<file path="src/hw/qdc_consts.svh">
// Purpose: Constants for the quad DAC mute/power-down and init control
// Assumes: 20 MHz clock, 8-bit codes, four channels
// Notes:   Overview of operation below
//
// Overview of operation
// - Control bits 7..4 mute channels 3..0; bits 3..0 power them down.
// - Live control copy is plain flops, lost with power.
// - Stored control copy survives power loss; here it is flops that reset_n clears.
// - At power-up the live control is loaded from the stored control.
// - Stored control starts at zero as shipped.
// - Power-on reset loads every live register from its stored copy.
// - Initialization lasts a configurable nominal 500 us.
// - All outputs forced muted during initialization.
// - After initialization outputs follow live control and code.
// - Codes are 8-bit offset binary, sent MSB first.
// - One step is span/256; zero gives low reference.
// - Command low nibble 0100 selects control; bits 5..4 choose action.
// - Mute drives low reference but keeps the live code.
// - Only control writes and transfers change mute; writes during initialization are dropped, not held.
`ifndef QDC_CONSTS_SVH
`define QDC_CONSTS_SVH

`define QDC_CLK_HZ          20000000
`define QDC_INIT_US         500
`define QDC_INIT_CYCLES     ((`QDC_INIT_US * (`QDC_CLK_HZ / 1000000)))
`define QDC_CMD_REG_LSB     0
`define QDC_CMD_NV_BIT      5
`define QDC_CMD_V_BIT       4
`define QDC_SEL_CONTROL     4'h4
`define QDC_SEL_ALL         4'hf
`define QDC_MUTE_LSB        4
`define QDC_PDN_LSB         0
`define QDC_CONTROL_RESET   8'h00
`define QDC_CODE_RESET      8'h00

`endif

</file>
<file path="src/hw/qdc_pkg.sv">
// Purpose: Types for the quad DAC control block
// Assumes: qdc_consts.svh holds the numbers
// Notes:   Action taken from command bits 5..4
package qdc_pkg;
   typedef enum logic [1:0] {
      QDC_ACT_XFER = 2'b00,
      QDC_ACT_LIVE = 2'b01,
      QDC_ACT_STOR = 2'b10,
      QDC_ACT_BOTH = 2'b11
   } qdc_action_t;

   typedef enum logic [1:0] {
      QDC_ST_LOAD = 2'b00,
      QDC_ST_WAIT = 2'b01,
      QDC_ST_RUN  = 2'b11
   } qdc_state_t;
endpackage : qdc_pkg

</file>
<file path="src/hw/qdc_control.sv">
// Purpose: Quad DAC live/stored registers, power-on init and output state
// Assumes: Serial framing decoded elsewhere into cmd/data strobes
// Notes:   Stored copies are flops here; a real part maps them to NVM
`timescale 1ns/1ps
`include "qdc_consts.svh"
module qdc_control
   import qdc_pkg::*;
#(
   parameter int CHANNELS    = 4,
   parameter int INIT_CYCLES = `QDC_INIT_CYCLES
)(
   // Clock and power-on reset
   input  wire logic                    clk,
   input  wire logic                    reset_n,
   // Decoded write command
   input  wire logic                    cmd_valid,
   input  wire logic [7:0]              cmd_byte,
   input  wire logic [7:0]              cmd_data,
   // Read select
   input  wire logic [7:0]              rd_cmd,
   output logic [7:0]                   rd_data,
   // Channel outputs
   output logic [CHANNELS*8-1:0]        level_code,
   output logic [CHANNELS-1:0]          muted,
   output logic [CHANNELS-1:0]          powered_down,
   output logic                         init_busy
);
   typedef struct packed {
      qdc_state_t  state;
      logic [31:0] count;
      logic [7:0]  live_channel_control;
      logic [7:0]  stored_channel_control;
      logic [CHANNELS-1:0][7:0] live_channel_code;
      logic [CHANNELS-1:0][7:0] stored_channel_code;
      logic [7:0]  rd;
      logic        busy;
   } qdc_state_s_t;

   qdc_state_s_t s_r, s_nxt;
   logic [3:0]   sel;
   qdc_action_t  act;
   logic [3:0]   rsel;
   logic         ctl_hit;
   logic         writes_live;
   logic         writes_stored;
   logic [7:0]   live_ctl_nxt;
   logic [7:0]   stored_ctl_nxt;
   logic [CHANNELS-1:0]      code_hit;
   logic [CHANNELS-1:0][7:0] live_code_nxt;
   logic [CHANNELS-1:0][7:0] stored_code_nxt;
   logic [CHANNELS-1:0][7:0] read_code;

   // ---------------------------------------------
   // Command fields
   // ---------------------------------------------
   assign sel  = cmd_byte[`QDC_CMD_REG_LSB +: 4];
   assign act  = qdc_action_t'(cmd_byte[`QDC_CMD_NV_BIT:`QDC_CMD_V_BIT]);
   assign rsel = rd_cmd[`QDC_CMD_REG_LSB +: 4];
   assign ctl_hit = cmd_valid && (sel == `QDC_SEL_CONTROL);
   assign writes_live   = (act == QDC_ACT_LIVE) || (act == QDC_ACT_BOTH);
   assign writes_stored = (act == QDC_ACT_STOR) || (act == QDC_ACT_BOTH);

   // ---------------------------------------------
   // Control register next values
   // ---------------------------------------------
   // Transfer moves stored to live and ignores the data byte
   assign live_ctl_nxt =
      !ctl_hit            ? s_r.live_channel_control   :
      act == QDC_ACT_XFER ? s_r.stored_channel_control :
      writes_live         ? cmd_data                   :
                            s_r.live_channel_control;
   assign stored_ctl_nxt =
      (ctl_hit && writes_stored) ? cmd_data : s_r.stored_channel_control;

   // ---------------------------------------------
   // Next state
   // ---------------------------------------------
   always_comb begin
      s_nxt = s_r;
      unique case (s_r.state)
         QDC_ST_LOAD: begin
            s_nxt.live_channel_control =
               s_r.stored_channel_control;
            s_nxt.live_channel_code =
               s_r.stored_channel_code;
            s_nxt.count = 32'h0;
            s_nxt.state = QDC_ST_WAIT;
         end
         QDC_ST_WAIT: begin
            s_nxt.count = s_r.count + 32'h1;
            if (s_r.count >= 32'(INIT_CYCLES - 1)) begin
               s_nxt.state = QDC_ST_RUN;
               s_nxt.busy  = 1'b0;
            end
         end
         QDC_ST_RUN: begin
            // Writes touch only registers; mute state is never implied
            s_nxt.live_channel_control   = live_ctl_nxt;
            s_nxt.stored_channel_control = stored_ctl_nxt;
            s_nxt.live_channel_code      = live_code_nxt;
            s_nxt.stored_channel_code    = stored_code_nxt;
         end
         default: s_nxt.state = QDC_ST_LOAD;
      endcase
      // Read mux; unknown selects read zero
      s_nxt.rd = 8'h00;
      for (int i = 0; i < CHANNELS; i++) begin
         s_nxt.rd = s_nxt.rd | read_code[i];
      end
      if (rsel == `QDC_SEL_CONTROL) begin
         s_nxt.rd = rd_cmd[`QDC_CMD_NV_BIT] ? s_r.stored_channel_control
                                            : s_r.live_channel_control;
      end
   end

   // ---------------------------------------------
   // State register
   // ---------------------------------------------
   // Stored copies also take reset here only because flops stand in for
   // NVM; a real part keeps them across power cycles.
   always_ff @(posedge clk or negedge reset_n) begin
      if (!reset_n) begin
         s_r.state                  <= QDC_ST_LOAD;
         s_r.count                  <= 32'h0;
         s_r.live_channel_control   <= `QDC_CONTROL_RESET;
         s_r.stored_channel_control <= `QDC_CONTROL_RESET;
         s_r.live_channel_code      <= '0;
         s_r.stored_channel_code    <= '0;
         s_r.rd                     <= 8'h00;
         s_r.busy                   <= 1'b1;
      end else begin
         s_r <= s_nxt;
      end
   end

   assign rd_data   = s_r.rd;
   assign init_busy = s_r.busy;

   // ---------------------------------------------
   // Channel decode and output stages
   // ---------------------------------------------
   for (genvar g = 0; g < CHANNELS; g++) begin : g_ch
      // The all-channel select only carries a live write
      assign code_hit[g] = cmd_valid && !ctl_hit &&
                           (sel == 4'(g) ||
                            (sel == `QDC_SEL_ALL && act == QDC_ACT_LIVE));
      assign live_code_nxt[g] =
         !code_hit[g]        ? s_r.live_channel_code[g]   :
         act == QDC_ACT_XFER ? s_r.stored_channel_code[g] :
         writes_live         ? cmd_data                   :
                               s_r.live_channel_code[g];
      assign stored_code_nxt[g] =
         (code_hit[g] && writes_stored) ? cmd_data
                                        : s_r.stored_channel_code[g];
      assign read_code[g] =
         (rsel != 4'(g))         ? 8'h00                      :
         rd_cmd[`QDC_CMD_NV_BIT] ? s_r.stored_channel_code[g] :
                                   s_r.live_channel_code[g];
      qdc_channel_out u_ch (
         .clk          (clk),
         .reset_n      (reset_n),
         .force_mute   (s_r.busy),
         .mute         (s_r.live_channel_control[`QDC_MUTE_LSB + g]),
         .powerdown    (s_r.live_channel_control[`QDC_PDN_LSB + g]),
         .code         (s_r.live_channel_code[g]),
         .level_code   (level_code[g*8 +: 8]),
         .muted        (muted[g]),
         .powered_down (powered_down[g])
      );
   end
endmodule : qdc_control

</file>
<file path="src/hw/qdc_channel_out.sv">
// Purpose: One channel's output stage state
// Assumes: Code and control bits come from the register block
// Notes:   Output level is a code relative to the low reference
`timescale 1ns/1ps
`include "qdc_consts.svh"
module qdc_channel_out
   import qdc_pkg::*;
(
   // Clock and reset
   input  wire logic       clk,
   input  wire logic       reset_n,
   // Control
   input  wire logic       force_mute,
   input  wire logic       mute,
   input  wire logic       powerdown,
   input  wire logic [7:0] code,
   // Output state
   output logic [7:0]      level_code,
   output logic            muted,
   output logic            powered_down
);
   typedef struct packed {
      logic [7:0] level;
      logic       mute;
      logic       pdn;
   } qdc_chan_t;

   qdc_chan_t st_r, st_nxt;

   always_comb begin
      st_nxt       = st_r;
      st_nxt.pdn   = powerdown & ~force_mute;
      st_nxt.mute  = (force_mute | mute) & ~st_nxt.pdn;
      // Muted or down sits at the low reference, code kept upstream
      st_nxt.level = (force_mute | mute | powerdown) ?
                     `QDC_CODE_RESET : code;
   end

   always_ff @(posedge clk or negedge reset_n) begin
      if (!reset_n) begin
         st_r <= '{level: 8'h00, mute: 1'b1, pdn: 1'b0};
      end else begin
         st_r <= st_nxt;
      end
   end

   assign level_code   = st_r.level;
   assign muted        = st_r.mute;
   assign powered_down = st_r.pdn;
endmodule : qdc_channel_out

</file>
<file path="config.mk">
export PLATFORM = sky130hd
export DESIGN_NAME = qdc_control
export DESIGN_NICKNAME = d
export VERILOG_FILES = /design/src/hw/qdc_pkg.sv /design/src/hw/qdc_control.sv /design/src/hw/qdc_channel_out.sv
export VERILOG_INCLUDE_DIRS = /design/src /design/src/hw
export SDC_FILE = /design/constraint.sdc
export NUM_CORES = 1
export LEC_CHECK = 0
export ABC_AREA = 1
export ABC_CLOCK_PERIOD_IN_PS = 4900
export CAP_MARGIN = 10
export CORE_MARGIN = 8
export CORE_UTILIZATION = 60
export CTS_CLUSTER_SIZE = 40
export DETAILED_ROUTE_END_ITERATION = 6
export DONT_BUFFER_PORTS = 1
export GPL_TIMING_DRIVEN = 0
export PLACE_DENSITY = 0.76
export RECOVER_POWER = 50
export SYNTH_ARGS = -nofsm -noshare
export SYNTH_HDL_FRONTEND = slang
export SYNTH_SLANG_ARGS = --single-unit
</file>
<file path="constraint.sdc">
create_clock -name clk -period 4.9 [get_ports clk]
set_clock_uncertainty 0.15 [all_clocks]
set_input_delay 0.98 -clock clk [delete_from_list [all_inputs] [get_ports clk]]
set_output_delay 0.98 -clock clk [all_outputs]
set_load 0.005 [all_outputs]
</file>
# Word level (Yosys, flattened, before mapping)
# Index checks and enable logic that the tools add are counted.
[word_totals]
regBits = 163
inputBits = 27
out_inout_bits = 49
wordCells = 141
[classes]
add_sub_neg = 1
order_cmp = 1
eq_ne = 21
muxes = 30
bitwise_logic = 25
n_reduce_logical = 37
[op_table]
columns = ["cell", "n"]
rows = [
  ["$mux W8", 25],
  ["$pmux W32 S2", 2],
  ["$add A32 B1 Y32 const B", 1],
  ["$ge A32 B14 Y1 const B", 1],
  ["$or A8 B8 Y8", 3],
  ["$pmux W8 S2", 1],
  ["$reduce_and A3 Y1", 5],
  ["$reduce_and A2 Y1", 7],
  ["$logic_and A1 B1 Y1", 12],
  ["$ne A2 B2 Y1 const B", 6],
  ["$and A1 B1 Y1", 8],
  ["$eq A4 B2 Y1 const B", 2],
  ["$eq A4 B3 Y1 const B", 2],
  ["$ne A4 B2 Y1 const B", 2],
  ["$or A1 B1 Y1", 8],
  ["$eq A2 B2 Y1 const B", 3],
  ["$logic_or A1 B1 Y1", 6],
  ["$not A1 Y1", 6],
  ["$pmux W2 S3", 1],
  ["$eq A2 B1 Y1 const B", 2],
  ["$eq A4 B1 Y1 const B", 1],
  ["$eq A4 B4 Y1 const B", 1],
  ["$logic_not A2 Y1", 2],
  ["$logic_not A4 Y1", 1],
  ["other kinds (6)", 7],
]

# Logic depth before layout (Yosys ltp)
# Gate-level depths: netlist of the first run.
[logic_depth]
depth_word = 7
depth_mapped = 10

# Cells and area by module
# A second synthesis of the first run with hierarchy kept.
[unflattened]
hier_cells = 1100
area_unflattened_um2 = 8239.2
[by_module_without_submodules]
columns = ["mod", "instances", "cells_each", "area_per_inst_um2", "seq_area_each_um2"]
rows = [
  ["qdc_control", 1, 976, 6897.9, 3079.2],
  ["qdc_channel_out", 4, 31, 335.3, 251.5],
]

# Worst setup path before layout of the first run
# OpenSTA, ideal clock, no wires.
[synth_timing]
path_kind = "input to register"
from = "input cmd_byte[3]"
to = "register s_r[57] (netlist name)"
setup_ps = 117
t_arrival_ps = 1812
path_slack_ps = 2821
path_stages = 8
path_buffers = 0
cell_sequence = "nor2_1 > nand3_1 > nand2_1 > nand2_1 > nand2_2 > nand2_1 > nand2_1 > nand2_1"
[synth_between]
elab_chain_cells = 7
word_cells_on_any_way = 11
cone_classes = "eq/ne: 4; reduce/logical: 7"
[synth_lines]
columns = ["element", "line", "rtl"]
rows = [
  ["start: declaration", "qdc_control.sv:17", "input wire logic [7:0] cmd_byte,"],
  ["$eq A4 B3 Y1 (no line)", "-", ""],
  ["$logic_and A1 B1 Y1", "qdc_control.sv:59", "assign ctl_hit = cmd_valid && (sel == `QDC_SEL_CONTROL);"],
  ["$logic_not A1 Y1", "qdc_control.sv:144", "assign code_hit[g] = cmd_valid && !ctl_hit &&"],
  ["$logic_and A1 B1 Y1", "qdc_control.sv:144", ""],
  ["$logic_and A1 B1 Y1 *", "qdc_control.sv:144", ""],
  ["$ne A2 B2 Y1 (no line) *", "-", ""],
  ["$reduce_and A3 Y1 (no line) *", "-", ""],
  ["end signal: assignment", "qdc_control.sv:132", "s_r <= s_nxt;"],
  ["end: declaration", "qdc_control.sv:39", "qdc_state_s_t s_r, s_nxt;"],
]
# Every way passes the cells marked *; elsewhere a longest branch is shown, timed or not.
# A chain may end at the register's enable or synchronous reset.

# Worst setup path after layout of the first run
[layout_timing]
from = "register s_r, in the netlist init_busy"
to = "output init_busy"
[layout_lines]
columns = ["element", "line", "rtl"]
rows = [
  ["end: declaration", "qdc_control.sv:26", "output logic init_busy"],
]
# No word-level cell between the ends.

==> run_summary.xml, run 1 <==
<?xml version="1.0" encoding="UTF-8"?>
<metrics>
  <group name="timing">
    <metric name="worstMarginPinSlew" unit="ns">0.904</metric>
    <metric name="achievable-frequency" unit="GHz">0.455</metric>
    <metric name="rsz0062_at_grt" unit="">false</metric>
    <metric name="post-route-period-util" unit="%">44.9</metric>
    <metric name="setup_tns" unit="ns">0</metric>
    <metric name="final.min_clock_period" unit="ns">2.20</metric>
    <metric name="timing_max_transition_violations_final" unit="">0</metric>
    <metric name="final-hold-violation-count" unit="">0</metric>
    <metric name="final-setup-viol-count" unit="">0</metric>
    <metric name="worst_slew_margin_rel" unit="%">39.3</metric>
  </group>
  <group name="power_and_ir_drop">
    <metric name="clockPowerShare" unit="%">48.4</metric>
    <metric name="power.share.sequential" unit="%">48.7</metric>
    <metric name="p_sw_share" unit="%">22.4</metric>
    <metric name="p_per_area" unit="mW/mm^2">310</metric>
    <metric name="power_leakage" unit="nW">4.92</metric>
    <metric name="cellInternalPower" unit="W">0.00218</metric>
    <metric name="peakVddDrop" unit="mV">0.226</metric>
    <metric name="total_switching_power" unit="W">0.000629</metric>
    <metric name="power.total" unit="W">0.00280</metric>
    <metric name="comb_power_share" unit="%">2.9</metric>
  </group>
  <group name="critical_path">
    <metric name="worst-r2r-setup-slack" unit="ns">2.83</metric>
    <metric name="required" unit="ns">3.77</metric>
    <metric name="r2r-end" unit="">s_r[106]</metric>
    <metric name="crit_arrival" unit="ns">1.07</metric>
    <metric name="reg2reg_from" unit="">s_r[122]</metric>
    <metric name="critPathLaunchType" unit="">flop</metric>
    <metric name="logic_depth_of_the_worst_register_to_register_path" unit="">9</metric>
    <metric name="timing.setup.critical_path_class" unit="">reg -&gt; out</metric>
    <metric name="crit_fanout" unit="">6</metric>
    <metric name="timing.critical_path.to_type" unit="">output port</metric>
  </group>
  <group name="clocking">
    <metric name="path_clk_slew" unit="ns">0.06</metric>
    <metric name="insertion_delay" unit="ns">0.44</metric>
    <metric name="htree_levels" unit="">4</metric>
    <metric name="postCtsResizedCells" unit="">0</metric>
    <metric name="buffers_from_clock_root_to_sink_at_most" unit="">2</metric>
    <metric name="clock_tree_from_tritoncts" unit="">built</metric>
    <metric name="cts.sinks" unit="">163</metric>
    <metric name="total_clock_buffers_created_by_cts" unit="">17</metric>
    <metric name="holdBufCountCts" unit="">0</metric>
    <metric name="cts.root.buffer_cell" unit="">clkbuf_16</metric>
    <metric name="cts_post_setup_buffers_inserted" unit="">0</metric>
  </group>
  <group name="placement">
    <metric name="place.detailed.hpwl" unit="microns">15800</metric>
    <metric name="io_buffers" unit="">0</metric>
    <metric name="routabilityCongestion" unit="">0.918</metric>
  </group>
  <group name="synthesis">
    <metric name="yosys_warnings" unit="">0</metric>
    <metric name="synth_cells" unit="">1107</metric>
    <metric name="postSynthNetCount" unit="">1135</metric>
    <metric name="synthesis.area_per_instance" unit="sq um">7.44</metric>
    <metric name="number_of_synthesized_register_bits" unit="">163</metric>
    <metric name="post_synthesis_instance_area" unit="sq mm">0.00823</metric>
    <metric name="synth.yosys.seq_area_share" unit="%">49.6</metric>
    <metric name="netlist-cell-type-count" unit="">34</metric>
  </group>
  <group name="cells_and_area">
    <metric name="synthToLayoutAreaGrowth" unit="%">9.92</metric>
    <metric name="layout_cells_sized_above_1" unit="%">8.78</metric>
    <metric name="n_antenna_cell" unit="">0</metric>
    <metric name="layout.nets" unit="">1154</metric>
  </group>
  <group name="drt">
    <metric name="firstDrtPassIters" unit="">5</metric>
    <metric name="via_density_per_instance" unit="">5.47</metric>
    <metric name="routed_wl" unit="microns">22200</metric>
    <metric name="antenna_left" unit="">0</metric>
    <metric name="drt_iter0_markers" unit="">776</metric>
    <metric name="post-route-drc-count" unit="">0</metric>
    <metric name="routed_wire_per_std_cell" unit="microns">16.9</metric>
    <metric name="route.vias.total" unit="">7221</metric>
  </group>
  <group name="global_routing">
    <metric name="global_route.usage.met2" unit="%">40.6</metric>
    <metric name="largest_net_degree_at_the_start_of_global_routing" unit="">164</metric>
    <metric name="gr-usage-met1" unit="%">31.9</metric>
    <metric name="number_of_global_route_vias_before_repair" unit="">6765</metric>
    <metric name="grt_first_pass_wirelength" unit="microns">34900</metric>
    <metric name="met3_usage" unit="%">5.38</metric>
    <metric name="global_route.overflow_total" unit="">0</metric>
    <metric name="grt_usage" unit="%">25.2</metric>
    <metric name="grt_antenna_before_repair" unit="">0</metric>
    <metric name="globalRoute.busiestLayer" unit="">met2</metric>
  </group>
  <group name="die">
    <metric name="die_area" unit="sq mm">0.0177</metric>
    <metric name="io_pins" unit="">76</metric>
    <metric name="initial_core_util" unit="%">60.3</metric>
    <metric name="num_rows" unit="">43</metric>
    <metric name="floorplan.die.height" unit="microns">133</metric>
    <metric name="core_area" unit="sq mm">0.0137</metric>
    <metric name="dieWidth" unit="microns">133</metric>
  </group>
  <group name="worst_hold_path">
    <metric name="hp-class" unit="">in -&gt; async</metric>
  </group>
  <group name="flow_run">
    <metric name="maxCapViolCount" unit="">0</metric>
  </group>
  <group name="outcome">
    <metric name="outcome" unit="">completed</metric>
  </group>
</metrics>
-- kinds of logic after synthesis --
| logic type | Yosys count | synth area share (%) |
|---|---|---|
| flip-flops | 163 | 49.6 |
| adder cells (fa/ha/maj) | 1 | 0.152 |
| AO/OA/AOI/OAI | 163 | 10.7 |
| XOR/XNOR | 2 | 0.213 |
| AND/OR/NAND/NOR | 592 | 29.4 |
| buffers and inverters | 186 | 9.94 |
-- layout make-up --
cell class	count	area, sq um
Fill cell	1162	4610
Sequential cell	163	4090
Multi-Input combinational cell	758	3330
Inverter	144	541
Clock buffer	20	457
Buffer	42	270
Tap cell	180	225
Clock inverter	12	145
-- per-stage QoR --
stage               cell area, sq um  setup WS, ns  hold WS, ns  cells  util [%]
floorplan                       8230          2.82        0.274   1107         -
global placement                8460          2.47        0.293   1287      61.9
detailed placement              8460          2.44        0.303   1287      61.9
CTS                             9060          2.71       0.0747   1319      66.3
global route                    9050          2.62       0.0763   1319      66.2
finish                          9050          2.70       0.0870   1319      66.2
-- power groups by stage --
stage                     clock [W]  sequential, W  combinational, W
after detailed placement          0        0.00139         0.0000788
after global routing        0.00142        0.00137         0.0000896
final                       0.00136        0.00137         0.0000806
after floorplan                   0        0.00139         0.0000597
after global placement            0        0.00139         0.0000771
after CTS                   0.00137        0.00137         0.0000794
-- placed cells by master (no fill, tap or decap), types with 2 or more instances in the layout --
cell type,netlist,routed
inv_1,141,142
clkinvlp_4,0,4
inv_6,0,3
clkbuf_16,0,17
buf_4,18,18
clkbuf_8,0,2
dfrtp_1,158,158
bufinv_16,0,2
nor2_2,5,4
inv_2,3,2
nand4_1,3,3
nor2_4,4,4
buf_6,5,4
nor2_1,125,126
clkinv_4,0,2
dfstp_2,5,4
a211oi_1,2,2
nor3_1,10,10
buf_1,2,2
buf_2,12,12
o21ai_2,9,9
nand2_2,7,7
xor2_1,2,2
nand3_1,80,80
nand2_1,354,354
a21oi_1,35,35
o21ai_0,110,110
clkbuf_1,5,7
-- Yosys cell counts --
| library cell | instances | area share (%) |
|---|---|---|
| nand2_1 | 354 | 16 |
| dfrtp_1 | 158 | 48 |
| inv_1 | 141 | 6.4 |
| nor2_1 | 125 | 5.7 |
| o21ai_0 | 110 | 6.7 |
| nand3_1 | 80 | 4.9 |
| a21oi_1 | 35 | 2.1 |
| buf_4 | 18 | 1.6 |
| buf_2 | 12 | 0.73 |
| nor3_1 | 10 | 0.61 |
| o21ai_2 | 9 | 0.96 |
| nand2_2 | 7 | 0.53 |
| buf_6 | 5 | 0.68 |
| clkbuf_1 | 5 | 0.23 |
| dfstp_2 | 5 | 1.6 |
| nor2_2 | 5 | 0.38 |
| nor2_4 | 4 | 0.55 |
| inv_2 | 3 | 0.14 |
| nand4_1 | 3 | 0.23 |
| a211oi_1 | 2 | 0.18 |
| buf_1 | 2 | 0.091 |
| xor2_1 | 2 | 0.21 |
| a21boi_2 | 1 | 0.14 |
| a21oi_2 | 1 | 0.11 |
| a22o_1 | 1 | 0.11 |
| and2_1 | 1 | 0.076 |
| ha_1 | 1 | 0.15 |
| nor3_2 | 1 | 0.12 |
| nor3b_1 | 1 | 0.091 |
| o21a_1 | 1 | 0.091 |
| o21ai_1 | 1 | 0.061 |
| o21ai_4 | 1 | 0.20 |
| o22ai_1 | 1 | 0.076 |
| or2_2 | 1 | 0.076 |
-- layer usage --
layer	routed length, microns	vias to the layer above
met5	0	-
met4	949	0
met3	1830	67
met2	10300	334
met1	9170	3332
li1	-	3488
-- registers in the layout, summed over array words and instances (netlist names) --
register                cells
g_ch.u_ch.powered_down      4
g_ch.u_ch.level_code       32
init_busy                   1
g_ch.u_ch.muted             4
rd_data                     8
s_r                       114
-- how the worst max path moves through the flow --
stage / start / endpoint / slack [ns] / cells after the start
after floorplan: cmd_byte[3] / s_r[57] / 2.82 / 8
after global placement: rd_cmd[2] / rd_data[5] / 2.47 / 7
after detailed placement: rd_cmd[2] / rd_data[4] / 2.44 / 7
after CTS: g_ch[1].u_ch.muted / muted[1] / 2.71 / 1
after global routing: s_r[122] / s_r[106] / 2.62 / 9
final: init_busy / init_busy / 2.70 / 0
Note: power is estimated with default switching activity, not from simulation.
==> run 2, diff against run 1 <==
--- a/config.mk
+++ b/config.mk
@@ -7,10 +7,10 @@
 export NUM_CORES = 1
 export LEC_CHECK = 0
 export ABC_AREA = 1
-export ABC_CLOCK_PERIOD_IN_PS = 4900
+export ABC_CLOCK_PERIOD_IN_PS = 1900
 export CAP_MARGIN = 10
 export CORE_MARGIN = 8
-export CORE_UTILIZATION = 60
+export CORE_UTILIZATION = 58
 export CTS_CLUSTER_SIZE = 40
 export DETAILED_ROUTE_END_ITERATION = 6
 export DONT_BUFFER_PORTS = 1
==> constraint.sdc (replaced) <==
create_clock -name clk -period 1.9 [get_ports clk]
set_clock_uncertainty 0.15 [all_clocks]
set_input_delay 0.38 -clock clk [delete_from_list [all_inputs] [get_ports clk]]
set_output_delay 0.38 -clock clk [all_outputs]
set_load 0.005 [all_outputs]
==> run 2 against run 1 <==
  * The flow now finishes with violations (hold timing)
  * Die area grew 3.0%
  * Final area grew 0.82%
  * Non-clock buffer count grew 8
  * Critical path depth grew 7
  * Count of clock-buffer cells in the layout grew 1
  * Final cell count grew 0.61%
  * Core utilization shrank 0.50 points
  * Combinational power grew to 3.1 times the previous value
  * Via count grew 0.68%
  * Critical path type is now reg -> reg
  * Largest power group unchanged
==> run_summary.xml, run 2 (same netlist as run 1, synthesis figures left out) <==
<?xml version="1.0" encoding="UTF-8"?>
<metrics>
  <group name="power_and_ir_drop">
    <metric name="cellInternalPower" unit="W">0.00547</metric>
    <metric name="p_sw_share" unit="%">22.4</metric>
    <metric name="power.share.sequential" unit="%">50.0</metric>
    <metric name="peakVddDrop" unit="mV">0.614</metric>
    <metric name="comb_power_share" unit="%">3.5</metric>
    <metric name="power_leakage" unit="nW">4.95</metric>
    <metric name="total_switching_power" unit="W">0.00157</metric>
    <metric name="power.total" unit="W">0.00704</metric>
    <metric name="clockPowerShare" unit="%">46.5</metric>
    <metric name="p_per_area" unit="mW/mm^2">772</metric>
  </group>
  <group name="drt">
    <metric name="route.vias.total" unit="">7270</metric>
    <metric name="via_density_per_instance" unit="">5.48</metric>
    <metric name="routed_wl" unit="microns">23000</metric>
    <metric name="routed_wire_per_std_cell" unit="microns">17.3</metric>
    <metric name="antenna_left" unit="">0</metric>
    <metric name="post-route-drc-count" unit="">0</metric>
    <metric name="firstDrtPassIters" unit="">6</metric>
    <metric name="drt_iter0_markers" unit="">716</metric>
  </group>
  <group name="critical_path">
    <metric name="max_stage_delay" unit="ns">0.41</metric>
    <metric name="worst-r2r-setup-slack" unit="ns">0.09</metric>
    <metric name="logic_depth_of_the_worst_register_to_register_path" unit="">7</metric>
    <metric name="critPathSlowestCell" unit="">dfrtp_1</metric>
    <metric name="r2r-end" unit="">s_r[87]</metric>
    <metric name="required" unit="ns">2.07</metric>
    <metric name="critPathMostFrequentCell" unit="">o21ai_2</metric>
    <metric name="crit_arrival" unit="ns">1.99</metric>
    <metric name="timing.critical_path.to_type" unit="">flop</metric>
    <metric name="crit_fanout" unit="">10</metric>
    <metric name="timing.setup.critical_path_class" unit="">reg -&gt; reg</metric>
    <metric name="reg2reg_from" unit="">s_r[122]</metric>
    <metric name="critical_path.cell_chain" unit="">nor2_2 &gt; inv_2 &gt; o21ai_4 &gt; o21ai_2 &gt; buf_4 &gt; nand2_1 &gt; o21ai_2</metric>
    <metric name="critPathLaunchType" unit="">flop</metric>
  </group>
  <group name="placement">
    <metric name="place.detailed.hpwl" unit="microns">16000</metric>
    <metric name="post_dp_cell_area" unit="sq mm">0.00846</metric>
    <metric name="io_buffers" unit="">0</metric>
    <metric name="routabilityCongestion" unit="">0.954</metric>
  </group>
  <group name="cells_and_area">
    <metric name="layout_commonest_cell" unit="">nand2_1</metric>
    <metric name="layout.nets" unit="">1162</metric>
    <metric name="n_antenna_cell" unit="">0</metric>
    <metric name="finish.instance_area" unit="sq mm">0.00913</metric>
    <metric name="layout.filler_cells" unit="">1193</metric>
    <metric name="regArea" unit="sq mm">0.00409</metric>
    <metric name="flip_flop_count_of_the_largest_register_all_copies_and_words_added" unit="">114</metric>
    <metric name="layout_cells_sized_above_1" unit="%">9.33</metric>
    <metric name="layout_common_cells" unit="">nand2_1, dfrtp_1, inv_1</metric>
    <metric name="multi_input_logic_area" unit="sq mm">0.00335</metric>
    <metric name="regMostFlops" unit="">s_r</metric>
    <metric name="synthToLayoutAreaGrowth" unit="%">10.8</metric>
  </group>
  <group name="die">
    <metric name="io_pins" unit="">76</metric>
    <metric name="floorplan.die.height" unit="microns">135</metric>
    <metric name="dieWidth" unit="microns">135</metric>
    <metric name="core_area" unit="sq mm">0.0139</metric>
    <metric name="num_rows" unit="">43</metric>
    <metric name="die_area" unit="sq mm">0.0183</metric>
    <metric name="initial_core_util" unit="%">59.3</metric>
  </group>
  <group name="timing">
    <metric name="hold-worst-slack" unit="ns">-0.512</metric>
    <metric name="final.min_clock_period" unit="ns">1.81</metric>
    <metric name="rsz0062_at_grt" unit="">true</metric>
    <metric name="achievable-frequency" unit="GHz">0.551</metric>
    <metric name="final-hold-violation-count" unit="">163</metric>
    <metric name="timing_max_transition_violations_final" unit="">0</metric>
    <metric name="post-route-period-util" unit="%">95.5</metric>
    <metric name="final-setup-viol-count" unit="">0</metric>
    <metric name="worstMarginPinSlew" unit="ns">0.824</metric>
    <metric name="worst_slew_margin_rel" unit="%">44.7</metric>
  </group>
  <group name="clocking">
    <metric name="holdBufCountCts" unit="">8</metric>
    <metric name="cts.sinks" unit="">163</metric>
    <metric name="insertion_delay" unit="ns">0.44</metric>
    <metric name="cts.root.buffer_cell" unit="">clkbuf_16</metric>
    <metric name="htree_levels" unit="">4</metric>
    <metric name="buffers_from_clock_root_to_sink_at_most" unit="">2</metric>
    <metric name="total_clock_buffers_created_by_cts" unit="">17</metric>
    <metric name="clock_tree_from_tritoncts" unit="">built</metric>
    <metric name="cts_post_setup_buffers_inserted" unit="">0</metric>
    <metric name="path_clk_slew" unit="ns">0.06</metric>
  </group>
  <group name="flow_run">
    <metric name="maxCapViolCount" unit="">0</metric>
  </group>
  <group name="outcome">
    <metric name="violations" unit="">hold timing</metric>
    <metric name="outcome" unit="">finished with violations</metric>
  </group>
  <group name="global_routing">
    <metric name="global_route.overflow_total" unit="">0</metric>
    <metric name="grt_usage" unit="%">26.0</metric>
    <metric name="number_of_global_route_vias_before_repair" unit="">6993</metric>
    <metric name="grt_first_pass_wirelength" unit="microns">36600</metric>
    <metric name="largest_net_degree_at_the_start_of_global_routing" unit="">164</metric>
    <metric name="grt_antenna_before_repair" unit="">0</metric>
  </group>
  <group name="worst_hold_path">
    <metric name="hp-class" unit="">in -&gt; async</metric>
  </group>
</metrics>
[run 2: through the flow]
| stage | utilization (%) | setup WS, ns | instances | TNS [ns] |
|---|---|---|---|---|
| after floorplan | - | 0.345 | 1107 | 0 |
| after global placement | 60.9 | 0.0575 | 1287 | 0 |
| after detailed placement | 60.9 | 0.0549 | 1287 | 0 |
| after CTS | 65.6 | 0.0484 | 1327 | 0 |
| after global routing | 65.7 | -0.00537 | 1327 | -0.00537 |
| final | 65.7 | 0.0862 | 1327 | 0 |
[run 2: power groups by stage]
stage	logic, W	clock network, W	registers, W
after CTS	0.000239	0.00331	0.00352
after global placement	0.000199	0	0.00358
after detailed placement	0.000202	0	0.00359
final	0.000246	0.00327	0.00352
after global routing	0.000268	0.00347	0.00352
after floorplan	0.000154	0	0.00358
[run 2: critical path: cells and delay by family, from the launching register on]
family / cells / cell delay (ns)
flops: 1 / 0.41
simple gates: 2 / 0.34
compound gates: 3 / 0.45
buf+inv: 2 / 0.35
[run 2: how the worst max path moves through the flow]
stage | start | end | cells after the start
after floorplan | s_r[89] | s_r[103] | 8
after global placement | s_r[122] | s_r[106] | 9
after detailed placement | s_r[122] | s_r[106] | 9
after CTS | s_r[122] | s_r[106] | 9
after global routing | s_r[122] | s_r[86] | 7
final | s_r[122] | s_r[87] | 7
[run 2: area by class of cell]
type	instances	share of cell area (%)
plain buffers	42	3.04
clock buffers	21	5.05
clock inverters	11	1.14
inverters	144	5.92
multi-input cells	758	36.7
flip-flops and latches	163	44.8
well taps	180	2.47
repair buffers	8	0.878
[run 2: layer usage]
layer,vias up,part of all wire (%),track usage [%]
met5,-,0,0
met4,0,5.5,15.9
met3,76,8.3,6.79
met2,299,47,40.8
met1,3390,39,31.6
li1,3505,-,-
[run 2: repair_timing]
| action | CTS | global route |
|---|---|---|
| gates resized for setup | 0 | 6 |
| hold endpoints to repair | 203 | 163 |
| endpoints found under the setup margin | 0 | 7 |
